## src/sic_pkg.sv

```systemverilog
/*
 * Package for the serial controller interrupt block: register offsets,
 * field positions, reset values and source indices.
 * Assumes a 32-bit classic Wishbone slave with word-aligned registers.
 */
package sic_pkg;
    localparam int          NUM_SRC        = 6;
    // Source indices, 0 is highest priority
    localparam int          SRC_A_RX       = 0;
    localparam int          SRC_A_TX       = 1;
    localparam int          SRC_A_EXT      = 2;
    localparam int          SRC_B_RX       = 3;
    localparam int          SRC_B_TX       = 4;
    localparam int          SRC_B_EXT      = 5;
    // Byte offsets
    localparam logic [7:0]  OFS_CTRL_A     = 8'h00;
    localparam logic [7:0]  OFS_CTRL_B     = 8'h04;
    localparam logic [7:0]  OFS_MASTER     = 8'h08;
    localparam logic [7:0]  OFS_PENDING    = 8'h0C;
    localparam logic [7:0]  OFS_COMMAND    = 8'h10;
    localparam logic [7:0]  OFS_IRQ_STAT   = 8'h14;
    localparam logic [7:0]  OFS_IRQ_MASK   = 8'h18;
    localparam logic [7:0]  OFS_MAIN_STAT  = 8'h1C;
    // irq_dma_control_reg fields
    localparam int          CTL_EXT_EN     = 0;
    localparam int          CTL_TX_EN      = 1;
    localparam int          CTL_PAR_SPEC   = 2;
    localparam int          CTL_RXM_LO     = 3;
    localparam int          CTL_RXM_HI     = 4;
    localparam int          CTL_WDMA_EN    = 7;
    // master_control_reg fields
    localparam int          MST_DLC        = 2;
    localparam int          MST_MIE        = 3;
    // Command register fields
    localparam int          CMD_RST_IUS    = 0;
    localparam int          CMD_CLR_BASE   = 8;
    // Receive interrupt modes
    localparam logic [1:0]  RXM_OFF        = 2'h0;
    localparam logic [1:0]  RXM_FIRST      = 2'h1;
    localparam logic [1:0]  RXM_ALL        = 2'h2;
    localparam logic [1:0]  RXM_SPECIAL    = 2'h3;
    // Reset values
    localparam logic [7:0]  CTRL_RST       = 8'h00;
    localparam logic [7:0]  MASTER_RST     = 8'h00;
    // Block-level status events
    localparam int          EV_ACK         = 0;
    localparam int          EV_EOS         = 1;
    localparam int          NUM_EV         = 2;
endpackage

```

## src/sic_prio.sv

```systemverilog
/*
 * Fixed priority daisy chain over the six sources.
 * Assumes bit 0 is highest priority; purely combinational.
 */
`timescale 1ns/1ps
module sic_prio #(
    parameter int N = 6
) (
    input  wire logic [N-1:0] pend_i,
    input  wire logic [N-1:0] ius_i,
    output logic      [N-1:0] grant_o,
    output logic      [N-1:0] top_ius_o,
    output logic      [N-1:0] block_o
);
    logic [N:0] pend_seen;
    logic [N:0] ius_seen;
    assign pend_seen[0] = 1'b0;
    assign ius_seen[0]  = 1'b0;
    genvar g;
    generate
        for (g = 0; g < N; g++) begin : g_chain
            assign grant_o[g]     = pend_i[g] & ~pend_seen[g] & ~ius_seen[g];
            assign top_ius_o[g]   = ius_i[g] & ~ius_seen[g];
            // A source is blocked by its own or any higher in-service bit
            assign block_o[g]     = ius_seen[g] | ius_i[g];
            assign pend_seen[g+1] = pend_seen[g] | pend_i[g];
            assign ius_seen[g+1]  = ius_seen[g] | ius_i[g];
        end
    endgenerate
endmodule // sic_prio

```

## src/sic_ctrl.sv

```systemverilog
/*
 * Interrupt control for a two-channel serial controller: enables,
 * pending and in-service bits, open-drain request, external daisy chain.
 * Assumes classic Wishbone, 32-bit data, single clock; chain inputs
 * and acknowledge come from pins and are synchronised here.
 */
`timescale 1ns/1ps
// Functional notes
// - No request when both enables are zero
// - Master enable: pull request low when needed
// - Six sources, three per channel
// - Fixed priority A rx down to B ext
// - Each source: enable, pending, in-service
// - Disable-lower-chain stops lower chain devices
// - Disabled source never requests
// - Control bits: ext, tx, parity special
// - Receive mode field selects receive events
// - Pending set by event, cleared by host
// - Pending never set while disabled
// - Pending status readable, top bits zero
// - Acknowledge marks highest pending in service
// - In-service masks lower priority sources
// - Reset-highest command clears top in-service
// - Disable-lower-chain drives chain output low
module sic_ctrl (
    input  wire logic        clk_i,
    input  wire logic        srst_i,
    input  wire logic        wb_cyc_i,
    input  wire logic        wb_stb_i,
    input  wire logic        wb_we_i,
    input  wire logic [7:0]  wb_adr_i,
    input  wire logic [3:0]  wb_sel_i,
    input  wire logic [31:0] wb_dat_i,
    output logic      [31:0] wb_dat_o,
    output logic             wb_ack_o,
    input  wire logic [1:0]  rx_char_i,
    input  wire logic [1:0]  rx_first_i,
    input  wire logic [1:0]  rx_special_i,
    input  wire logic [1:0]  rx_parity_i,
    input  wire logic [1:0]  tx_empty_i,
    input  wire logic [1:0]  ext_change_i,
    input  wire logic        chain_enable_in_i,
    input  wire logic        irq_acknowledge_in_n_i,
    output logic             irq_n_o,
    output logic             irq_n_oe_n_o,
    output logic             chain_enable_out_o,
    output logic [1:0]       wdma_enable_o,
    output logic             irq_o
);
    localparam int N = sic_pkg::NUM_SRC;

    typedef struct packed {
        logic [7:0]                 ctrl_a;
        logic [7:0]                 ctrl_b;
        logic [7:0]                 master;
        logic [N-1:0]               pend;
        logic [N-1:0]               source_in_service;
        logic [sic_pkg::NUM_EV-1:0] evst;
        logic [sic_pkg::NUM_EV-1:0] evmask;
        logic [2:0]                 iei_sync;
        logic [2:0]                 ack_sync;
        logic                       chain_enable_in;
        logic                       ack_act;
        logic                       ack_done;
        logic                       irq_oe_n;
        logic                       chain_enable_out;
        logic                       irq;
        logic [1:0]                 wdma;
        logic [31:0]                dat;
        logic                       wack;
    } sic_state_type;

    sic_state_type st_r;
    sic_state_type st_nxt;

    logic [N-1:0] grant;
    logic [N-1:0] top_ius;
    logic [N-1:0] block;
    logic [N-1:0] src_en;
    logic [N-1:0] src_ev;
    logic [N-1:0] req;
    logic         bus_req;
    logic         wr_hit;
    logic         rd_hit;
    logic         master_irq_enable;
    logic         disable_lower_chain;

    // Receive event under the selected mode
    function automatic logic rx_event(input logic [7:0] ctl, input logic chr,
                                      input logic first, input logic spec,
                                      input logic par);
        logic sp;
        logic [1:0] md;
        sp = spec | (par & ctl[sic_pkg::CTL_PAR_SPEC]);
        md = ctl[sic_pkg::CTL_RXM_HI:sic_pkg::CTL_RXM_LO];
        case (md)
            sic_pkg::RXM_OFF:     rx_event = 1'b0;
            sic_pkg::RXM_FIRST:   rx_event = first | sp;
            sic_pkg::RXM_ALL:     rx_event = chr | sp;
            sic_pkg::RXM_SPECIAL: rx_event = sp;
            default:              rx_event = 1'b0;
        endcase
    endfunction

    // Source enables in priority order
    function automatic logic [2:0] chan_en(input logic [7:0] ctl);
        chan_en = {ctl[sic_pkg::CTL_EXT_EN], ctl[sic_pkg::CTL_TX_EN],
                   ctl[sic_pkg::CTL_RXM_HI:sic_pkg::CTL_RXM_LO] != sic_pkg::RXM_OFF};
    endfunction

    sic_prio #(
        .N (N)
    ) u_prio (
        .pend_i    (st_r.pend),
        .ius_i     (st_r.source_in_service),
        .grant_o   (grant),
        .top_ius_o (top_ius),
        .block_o   (block)
    );

    assign master_irq_enable     = st_r.master[sic_pkg::MST_MIE];
    assign disable_lower_chain     = st_r.master[sic_pkg::MST_DLC];
    assign bus_req = wb_cyc_i & wb_stb_i & ~st_r.wack;
    assign wr_hit  = bus_req & wb_we_i & wb_sel_i[0];
    assign rd_hit  = bus_req & ~wb_we_i;
    assign src_en  = {chan_en(st_r.ctrl_b), chan_en(st_r.ctrl_a)};
    assign src_ev  = {ext_change_i[1], tx_empty_i[1],
                      rx_event(st_r.ctrl_b, rx_char_i[1], rx_first_i[1],
                               rx_special_i[1], rx_parity_i[1]),
                      ext_change_i[0], tx_empty_i[0],
                      rx_event(st_r.ctrl_a, rx_char_i[0], rx_first_i[0],
                               rx_special_i[0], rx_parity_i[0])};
    // Pending, enabled, not masked by in-service
    assign req     = st_r.pend & src_en & ~block;

    always_comb begin
        st_nxt = st_r;
        st_nxt.iei_sync = {st_r.iei_sync[1:0], chain_enable_in_i};
        st_nxt.ack_sync = {st_r.ack_sync[1:0], ~irq_acknowledge_in_n_i};
        if (st_r.iei_sync[2] == st_r.iei_sync[1]) begin
            st_nxt.chain_enable_in = st_r.iei_sync[2];
        end
        if (st_r.ack_sync[2] == st_r.ack_sync[1]) begin
            st_nxt.ack_act = st_r.ack_sync[2];
        end
        if (!st_r.ack_act) begin
            st_nxt.ack_done = 1'b0;
        end
        st_nxt.wack = bus_req;
        st_nxt.dat  = 32'h0000_0000;
        // Bus writes
        if (wr_hit) begin
            case (wb_adr_i)
                sic_pkg::OFS_CTRL_A: st_nxt.ctrl_a = wb_dat_i[7:0];
                sic_pkg::OFS_CTRL_B: st_nxt.ctrl_b = wb_dat_i[7:0];
                sic_pkg::OFS_MASTER: st_nxt.master = wb_dat_i[7:0];
                sic_pkg::OFS_COMMAND: begin
                    if (wb_dat_i[sic_pkg::CMD_RST_IUS]) begin
                        st_nxt.source_in_service = st_r.source_in_service & ~top_ius;
                    end
                    if (wb_sel_i[1]) begin
                        st_nxt.pend = st_r.pend &
                            ~wb_dat_i[sic_pkg::CMD_CLR_BASE +: N];
                    end
                end
                sic_pkg::OFS_IRQ_STAT:
                    st_nxt.evst = st_r.evst & ~wb_dat_i[sic_pkg::NUM_EV-1:0];
                sic_pkg::OFS_IRQ_MASK:
                    st_nxt.evmask = wb_dat_i[sic_pkg::NUM_EV-1:0];
                default: ;
            endcase
        end
        // Events set pending after the clear, so set wins
        st_nxt.pend = (st_nxt.pend | (src_ev & src_en)) & src_en;
        if (wr_hit && wb_adr_i == sic_pkg::OFS_COMMAND &&
            wb_dat_i[sic_pkg::CMD_RST_IUS] && |top_ius) begin
            st_nxt.evst[sic_pkg::EV_EOS] = 1'b1;
        end
        // Acknowledge: highest pending source goes in service
        if (st_r.ack_act && !st_r.ack_done && master_irq_enable && st_r.chain_enable_in && |(grant & src_en)) begin
            st_nxt.source_in_service      = st_nxt.source_in_service | (grant & src_en);
            st_nxt.ack_done = 1'b1;
            st_nxt.evst[sic_pkg::EV_ACK] = 1'b1;
        end
        if (rd_hit) begin
            case (wb_adr_i)
                sic_pkg::OFS_CTRL_A:    st_nxt.dat = 32'h0000_0000;
                sic_pkg::OFS_MASTER:    st_nxt.dat = {24'h00_0000, st_r.master};
                sic_pkg::OFS_PENDING:   st_nxt.dat = {26'h000_0000,
                    st_r.pend[sic_pkg::SRC_A_RX], st_r.pend[sic_pkg::SRC_A_TX],
                    st_r.pend[sic_pkg::SRC_A_EXT], st_r.pend[sic_pkg::SRC_B_RX],
                    st_r.pend[sic_pkg::SRC_B_TX], st_r.pend[sic_pkg::SRC_B_EXT]};
                sic_pkg::OFS_IRQ_STAT:  st_nxt.dat = {30'h0000_0000, st_r.evst};
                sic_pkg::OFS_IRQ_MASK:  st_nxt.dat = {30'h0000_0000, st_r.evmask};
                sic_pkg::OFS_MAIN_STAT: st_nxt.dat = {26'h000_0000, src_ev};
                default:                st_nxt.dat = 32'h0000_0000;
            endcase
        end
        // Open-drain request, low only while something needs service
        st_nxt.irq_oe_n = ~(master_irq_enable & st_r.chain_enable_in & ~st_r.ack_act & |req);
        // Chain output low on disable, or with master enable on pending or in-service
        st_nxt.chain_enable_out  = st_r.chain_enable_in & ~disable_lower_chain & ~(master_irq_enable & |(st_r.source_in_service | req));
        st_nxt.irq  = |(st_nxt.evst & st_nxt.evmask);
        st_nxt.wdma = {st_r.ctrl_b[sic_pkg::CTL_WDMA_EN],
                       st_r.ctrl_a[sic_pkg::CTL_WDMA_EN]};
        if (srst_i) begin
            st_nxt        = '0;
            st_nxt.ctrl_a = sic_pkg::CTRL_RST;
            st_nxt.ctrl_b = sic_pkg::CTRL_RST;
            st_nxt.master = sic_pkg::MASTER_RST;
            st_nxt.irq_oe_n = 1'b1;
        end
    end

    always_ff @(posedge clk_i) begin
        st_r <= st_nxt;
    end

    assign wb_dat_o           = st_r.dat;
    assign wb_ack_o           = st_r.wack;
    assign irq_n_o            = 1'b0;
    assign irq_n_oe_n_o       = st_r.irq_oe_n;
    assign chain_enable_out_o = st_r.chain_enable_out;
    assign wdma_enable_o      = st_r.wdma;
    assign irq_o              = st_r.irq;

    AST_POLLED_QUIET: assert property (@(posedge clk_i) disable iff (srst_i)
        !master_irq_enable |=> irq_n_oe_n_o) else $error("request while master enable clear");
    AST_DLC_LOW: assert property (@(posedge clk_i) disable iff (srst_i)
        disable_lower_chain |=> !chain_enable_out_o) else $error("chain out high with lower chain off");
    AST_PEND_DIS: assert property (@(posedge clk_i) disable iff (srst_i)
        ##1 ((st_r.pend & ~src_en) == '0)) else $error("pending set while disabled");
    AST_IUS_ONE: assert property (@(posedge clk_i) disable iff (srst_i)
        $rose(|st_r.source_in_service) |-> $onehot(st_r.source_in_service)) else $error("several in-service set at once");
    AST_RST_IUS: assert property (@(posedge clk_i) disable iff (srst_i)
        (wr_hit && wb_adr_i == sic_pkg::OFS_COMMAND && wb_dat_i[sic_pkg::CMD_RST_IUS]
         && !st_r.ack_act) |=> (st_r.source_in_service == ($past(st_r.source_in_service) & ~$past(top_ius))))
        else $error("reset-highest did not clear top in-service");
    AST_REQ_RELEASE: assert property (@(posedge clk_i) disable iff (srst_i)
        (req == '0) |=> irq_n_oe_n_o) else $error("request held with nothing pending");
    AST_REQ_ASSERT: assert property (@(posedge clk_i) disable iff (srst_i)
        (master_irq_enable && st_r.chain_enable_in && !st_r.ack_act && |req) |=> !irq_n_oe_n_o)
        else $error("no request while service needed");
    AST_ACK_ONCE: assert property (@(posedge clk_i) disable iff (srst_i)
        (|st_r.source_in_service && !wr_hit) |=> ((st_r.source_in_service & ~$past(st_r.source_in_service)) == '0 ||
         $past(st_r.ack_act))) else $error("in-service set outside acknowledge");
    AST_WB_ACK: assert property (@(posedge clk_i) disable iff (srst_i)
        wb_ack_o |=> !wb_ack_o) else $error("ack held two cycles");
endmodule // sic_ctrl

```

## config.mk

```make
export PLATFORM = sky130hd
export DESIGN_NAME = sic_ctrl
export DESIGN_NICKNAME = d
export VERILOG_FILES = /design/src/sic_pkg.sv /design/src/sic_prio.sv /design/src/sic_ctrl.sv
export SDC_FILE = /design/constraint.sdc
export NUM_CORES = 1
export LEC_CHECK = 0
export ABC_CLOCK_PERIOD_IN_PS = 2650
export BUFFER_PORTS_ARGS = -buffer_cell sky130_fd_sc_hd__buf_2
export CORE_MARGIN = 2
export CORE_UTILIZATION = 40
export DETAILED_ROUTE_END_ITERATION = 16
export HOLD_SLACK_MARGIN = 0.05
export PLACE_DENSITY = 0.67
export SLEW_MARGIN = 15
export SYNTH_ARGS = -nofsm -noshare
export SYNTH_HDL_FRONTEND = slang
export SYNTH_SLANG_ARGS = --single-unit
export TNS_END_PERCENT = 10
```

## constraint.sdc

```tcl
create_clock -name clk_i -period 2.65 [get_ports clk_i]
set_input_delay 0.53 -clock clk_i [delete_from_list [all_inputs] [get_ports clk_i]]
set_output_delay 0.53 -clock clk_i [all_outputs]
set_load 0.1 [all_outputs]
```

# == Word-level counts from Yosys, hierarchy flattened ==
# Index checks and enable logic that the tools add are counted.
# op_classes
addsub,0
multipliers,0
div,0
magnitude_cmp,0
eq_ne,16
shift,0
n_mux,14
bitwise_logic,77
reduce_logical,22
# op_table
cell,n
6-bit AND,7
8-bit one-hot mux with 5 select lines,1
8-bit by 5-bit equality test with 1-bit output (second input constant),4
1-bit AND,28
6-bit OR reduction,4
6-bit two-way mux,3
1-bit NOT,18
6-bit NOT,3
6-bit bitwise OR,3
8-bit by 4-bit equality test with 1-bit output (second input constant),2
16-bit two-way mux,1
1-bit bitwise OR,15
12-bit two-way mux,1
2-bit equality test (second input constant),4
8-bit by 3-bit equality test with 1-bit output (second input constant),1
8-bit logical NOT,1
1-bit one-hot mux with 4 select lines,2
1-bit logical AND,7
2-bit AND reduction,3
2-bit AND,2
2-bit by 1-bit equality test with 1-bit output (second input constant),2
2-bit logical NOT,2
1-bit two-way mux,4
2-bit two-way mux,2
6 further kinds,9
# word_totals
ff_bits,87
latch_bits,0
ramBits,0
romBits,0
output_inout_bits,39
wordCells,147
memories,0

# == Depth between registers and ports, before layout ==
# depth
depth_word,14
mapped_depth,7
depth_no_buf,7

# == Hierarchy ==
# From an unflattened synthesis, not the netlist that was laid out.
# hier_totals
hier_cells,352
area_unflattened_um2,3050.4
# by_module_without_submodules
mod,n_inst,cells_per_inst,area_per_inst_um2,seq_area_each_um2
sic_ctrl,1,327,2880.3,1181.1
sic_prio,1,25,170.2,0.0

# == Worst setup path after synthesis ==
# Ideal clock, no wire load.
# synth_timing
kind,register to register
startpoint,"register st_r, in the netlist wb_ack_o"
endpoint,"register st_r, in the netlist src_en[1]"
setup_ps,128
arrival_ps,1928
required_ps,2522
setup_slack_ps,595
path_stages_with_launch,7
path_buffers,1
period_less_slack_ps,2055
path_cell_list,dfxtp_1 nand3b_1 nor2_1 and4b_1 buf_2 mux2i_1 nor2_1
# synth_via
elab_chain_cells,5
# synth_lines
item,line_no,rtl
from (decl),sic_ctrl.sv:73,sic_state_type st_r;
from (signal assigned),sic_ctrl.sv:216,st_r <= st_nxt;
1-bit NOT,sic_ctrl.sv:123,assign bus_req = wb_cyc_i & wb_stb_i & ~st_r.wack;
1-bit AND,sic_ctrl.sv:123,
1-bit AND (2 in a row),sic_ctrl.sv:124,assign wr_hit = bus_req & wb_we_i & wb_sel_i[0];
2-bit AND reduction (no source line),-,
# Every way passes these cells.
# A chain may end at the register's enable or synchronous reset.

# == Worst setup path after layout ==
# layout_timing
startpoint,register st_r[57] (netlist bit)
endpoint,"register st_r, in the netlist irq_o"
# layout_via
elab_chain_cells,13
elab_cells_between_ends,25
cone_classes,mux: 1; bitwise: 21; reduce/logical: 3
# layout_lines
item,line_no,rtl
1-bit bitwise OR (4 in a row),sic_prio.sv:26,assign pend_seen[g+1] = pend_seen[g] | pend_i[g];
1-bit NOT,sic_prio.sv:22,assign grant_o[g] = pend_i[g] & ~pend_seen[g] & ~ius_seen[g];
1-bit AND (2 in a row),sic_prio.sv:22,
6-bit AND (*),sic_ctrl.sv:180,if (st_r.ack_act && !st_r.ack_done && master_irq_enable && st_r.chain_enable_in && |(grant & src_en)) begin
6-bit OR reduction (*),sic_ctrl.sv:180,
1-bit logical AND (*),sic_ctrl.sv:180,
1-bit two-way mux (*),sic_ctrl.sv:180,
2-bit AND (*),sic_ctrl.sv:203,st_nxt.irq = |(st_nxt.evst & st_nxt.evmask);
2-bit OR reduction (*),sic_ctrl.sv:203,
# Every way passes the cells marked *; elsewhere a longest branch is shown, timed or not.

==> impl_metrics.tcl <==
set metrics [dict create \
    die_x_microns 88.2 \
    slowest_stage "or4_1" \
    postCtsSetupRepairBufs 0 \
    fin_util_pct 47.8 \
    synth_area_leaders "dfxtp_1, buf_4, mux2i_1, nor2_1, a21oi_1" \
    max-vdd-ir-drop_mv 0.245 \
    cts_tree "built" \
    placed_cell_area_sq_mm 0.00305 \
    clock_latency_ps 330 \
    multi_input_area_sq_mm 0.00141 \
    leakagePower_nw 1.34 \
    hold_buffers 0 \
    grt_pass1_wl_microns 9880 \
    reg2reg_depth 5 \
    worstReg2RegEnd "irq_o" \
    finalMaxSlewViolations 0 \
    via_per_inst 4.96 \
    reg2reg_slack_ps 600 \
    synth_top_area_share_pct 41.6 \
    stdcell_area_sq_mm 0.00326 \
    placementRows 30 \
    num-fill-cells 655 \
    crit_family "simple AND/OR/NAND/NOR gates" \
    critPathBufInv 0 \
    crit_chain "or4_1, or4_1, nand4b_1, a22oi_1, o2bb2ai_1" \
    yosys_register_bits 59 \
    ys_seq_area_share_pct 41.6 \
    fin_cells 461 \
    mappedNetlistArea_sq_mm 0.00284 \
    slew_headroom_pct 62.2 \
    rsz0062_at_grt "false" \
    routedWlPerCell_microns 13.6 \
    numCtsBuffers 9 \
    whs_ps 353 \
    clkTransAtPathRegs_ps 70 \
    worst_pin_slew_ps 565 \
    antenna_found_initial 0 \
    area_delta_synth_final_pct 15.1 \
    timing.rr.start "st_r[57]" \
    grt.total_usage_pct 16.9 \
    core_area_sq_mm 0.00683 \
    skew_ps 10.4 \
    antennaDiodeCount 0 \
    timing.final.crit_share_pct 77.3 \
    syn_avg_cell_area_sq_um 9.09 \
    syn_inst 312 \
    path_class "reg2reg" \
    cap_violations 0 \
    powerDensity_mw_per_mm2 619 \
    place_congestion 0.884 \
    crit_path_max_incr_delay_ps 600 \
    final_nets 430 \
    min_from "irq_acknowledge_in_n_i" \
    drc_errors 0 \
    firstDrtPassIters 4 \
    io_pins 102 \
    fmax_mhz 488 \
    arrival_ps 2290 \
    drive_gt1_share_pct 22.5 \
    synth_edf_count 0 \
    crit_path_start_kind "flop" \
    cts.htree.levels 3 \
    grt_max_degree 28 \
    holdPathStages 2 \
    synth_top_area_cell "dfxtp_1" \
    drtIter0Drc 160 \
    clockRootBuffer "clkbuf_8" \
    clock_path_buffers 2 \
    yosys_warnings 0 \
    setup_viol 0 \
    antenna_left 0 \
    yosysUniqueCellTypes 51 \
    start_util_pct 41.5 \
    hold_end "st_r[41]" \
    clock_sinks 59 \
    cts_resized 0 \
    dp_hpwl_microns 4700 \
    path_max_fanout 6 \
    grt_pass1_vias 2061 \
    hold_path.class "in2reg" \
    post-route-min-period_ps 2050 \
    wirelength_microns 6250 \
    endpoint_kind "flop" \
    ys_async_sr_fraction_pct 0 \
    ys.flop_type "dfxtp_1" \
    critPathRequiredTime_ps 2900 \
    grt_overflow 0 \
    die_h_microns 88.2 \
    port_buffers 56 \
    hold_viol_final 0 \
    die-area_sq_mm 0.00778 \
    dp.cells 446 \
    crit_path_frequent_cell "or4_1" \
    regArea_sq_mm 0.00118 \
    fin_tns_setup_ps 0 \
    num_vias 2288 \
    status "finished clean" \
]
[cell families after synthesis]
logic type / Yosys count / synth area share [%]
AOI/OAI and AO/OA: 52 / 11.9
adders and majority gates: 6 / 2.65
buffers and inverters: 53 / 11.8
DFF: 59 / 41.6
muxes: 23 / 8.20
other: 1 / 0.132
and+or+nand+nor: 118 / 23.7
[worst reg2reg max path, stage by stage, from the launching register on]
cell and delay, ps:
dfxtp_1 370, or4_1 600, or4_1 490, nand4b_1 170, a22oi_1 130, o2bb2ai_1 210
[report_power, final]
group	switching [W]	total (W)	leakage, nW	internal, W
Sequential	0.00000165	0.000893	0.476	0.000891
Combinational	0.000203	0.000239	0.750	0.0000351
Clock	0.000337	0.000889	0.110	0.000552
[state kept, by name, indices dropped and copies added, names as in the netlist]
name                 count
st_r                    39
wb_dat_o                 8
src_en                   4
wdma_enable_o            2
chain_enable_out_o       1
disable_lower_chain      1
irq_n_oe_n_o             1
irq_o                    1
master_irq_enable        1
wb_ack_o                 1
[cell type report]
class | count | share of cell area, %
Timing Repair Buffer | 60 | 9.51
Inverter | 7 | 0.805
Tap cell | 96 | 3.68
Multi-Input combinational cell | 224 | 43.2
Sequential cell | 59 | 36.2
Clock inverter | 4 | 2.26
Clock buffer | 11 | 4.33
[synthesized netlist by cell type, drive strengths merged (2+ instances only)]
cell,instances
dfxtp,59
buf,41
nor2,36
mux2i,21
nand2,21
a21oi,19
a22oi,10
nor2b,9
nor4,7
o21ai,7
ha,6
inv,6
and3,5
clkbuf,5
nor3b,5
nand2b,4
nand3b,4
nor3,4
a31oi,3
nand3,3
or3,3
a21o,2
and4b,2
mux2,2
nand4,2
nor4b,2
nor4bb,2
o2bb2ai,2
o31ai,2
or2,2
or4,2
or4b,2
[metrics by stage]
step / power (W) / setup WS, ps
detailed placement: 0.00115 / 433
floorplan: 0.00113 / 595
global route: 0.00209 / 510
CTS: 0.00204 / 589
finish: 0.00202 / 602
global placement: 0.00115 / 458
[layout by cell type (no fill, tap or decap), drive strengths merged, types with 2 or more instances in the layout]
cell / netlist / final
a21o: 2 / 2
a21oi: 19 / 19
a22oi: 10 / 10
a31oi: 3 / 3
and3: 5 / 5
and4b: 2 / 2
buf: 41 / 60
bufinv: 0 / 2
clkbuf: 5 / 11
clkinv: 1 / 2
conb: 1 / 25
dfxtp: 59 / 59
ha: 6 / 6
inv: 6 / 7
mux2: 2 / 2
mux2i: 21 / 21
nand2: 21 / 21
nand2b: 4 / 4
nand3: 3 / 3
nand3b: 4 / 4
nand4: 2 / 2
nor2: 36 / 36
nor2b: 9 / 9
nor3: 4 / 4
nor3b: 5 / 5
nor4: 7 / 7
nor4b: 2 / 2
nor4bb: 2 / 2
o21ai: 7 / 7
o2bb2ai: 2 / 2
o31ai: 2 / 2
or2: 2 / 2
or3: 3 / 3
or4: 2 / 2
or4b: 2 / 2
[how the worst max path moves through the flow]
stage | from | endpoint | slack, ps | cells past startpoint
CTS | st_r[51] | chain_enable_out_o | 590 | 5
finish | st_r[57] | irq_o | 600 | 5
detailed placement | wb_adr_i[2] | irq_o | 430 | 6
floorplan | wb_ack_o | src_en[1] | 590 | 6
global placement | wb_adr_i[2] | irq_o | 460 | 6
global route | st_r[51] | chain_enable_out_o | 510 | 5
[layer usage]
metal / share of wire [%] / global-route usage (%) / up-vias
met3: 8.4 / 5.88 / 2
met5: 0 / 0 / -
li1: - / - / 1141
met2: 46 / 25.3 / 92
met4: 0.38 / 4.82 / 0
met1: 45 / 23.1 / 1053
No activity file was read; power rests on OpenSTA's default activity.
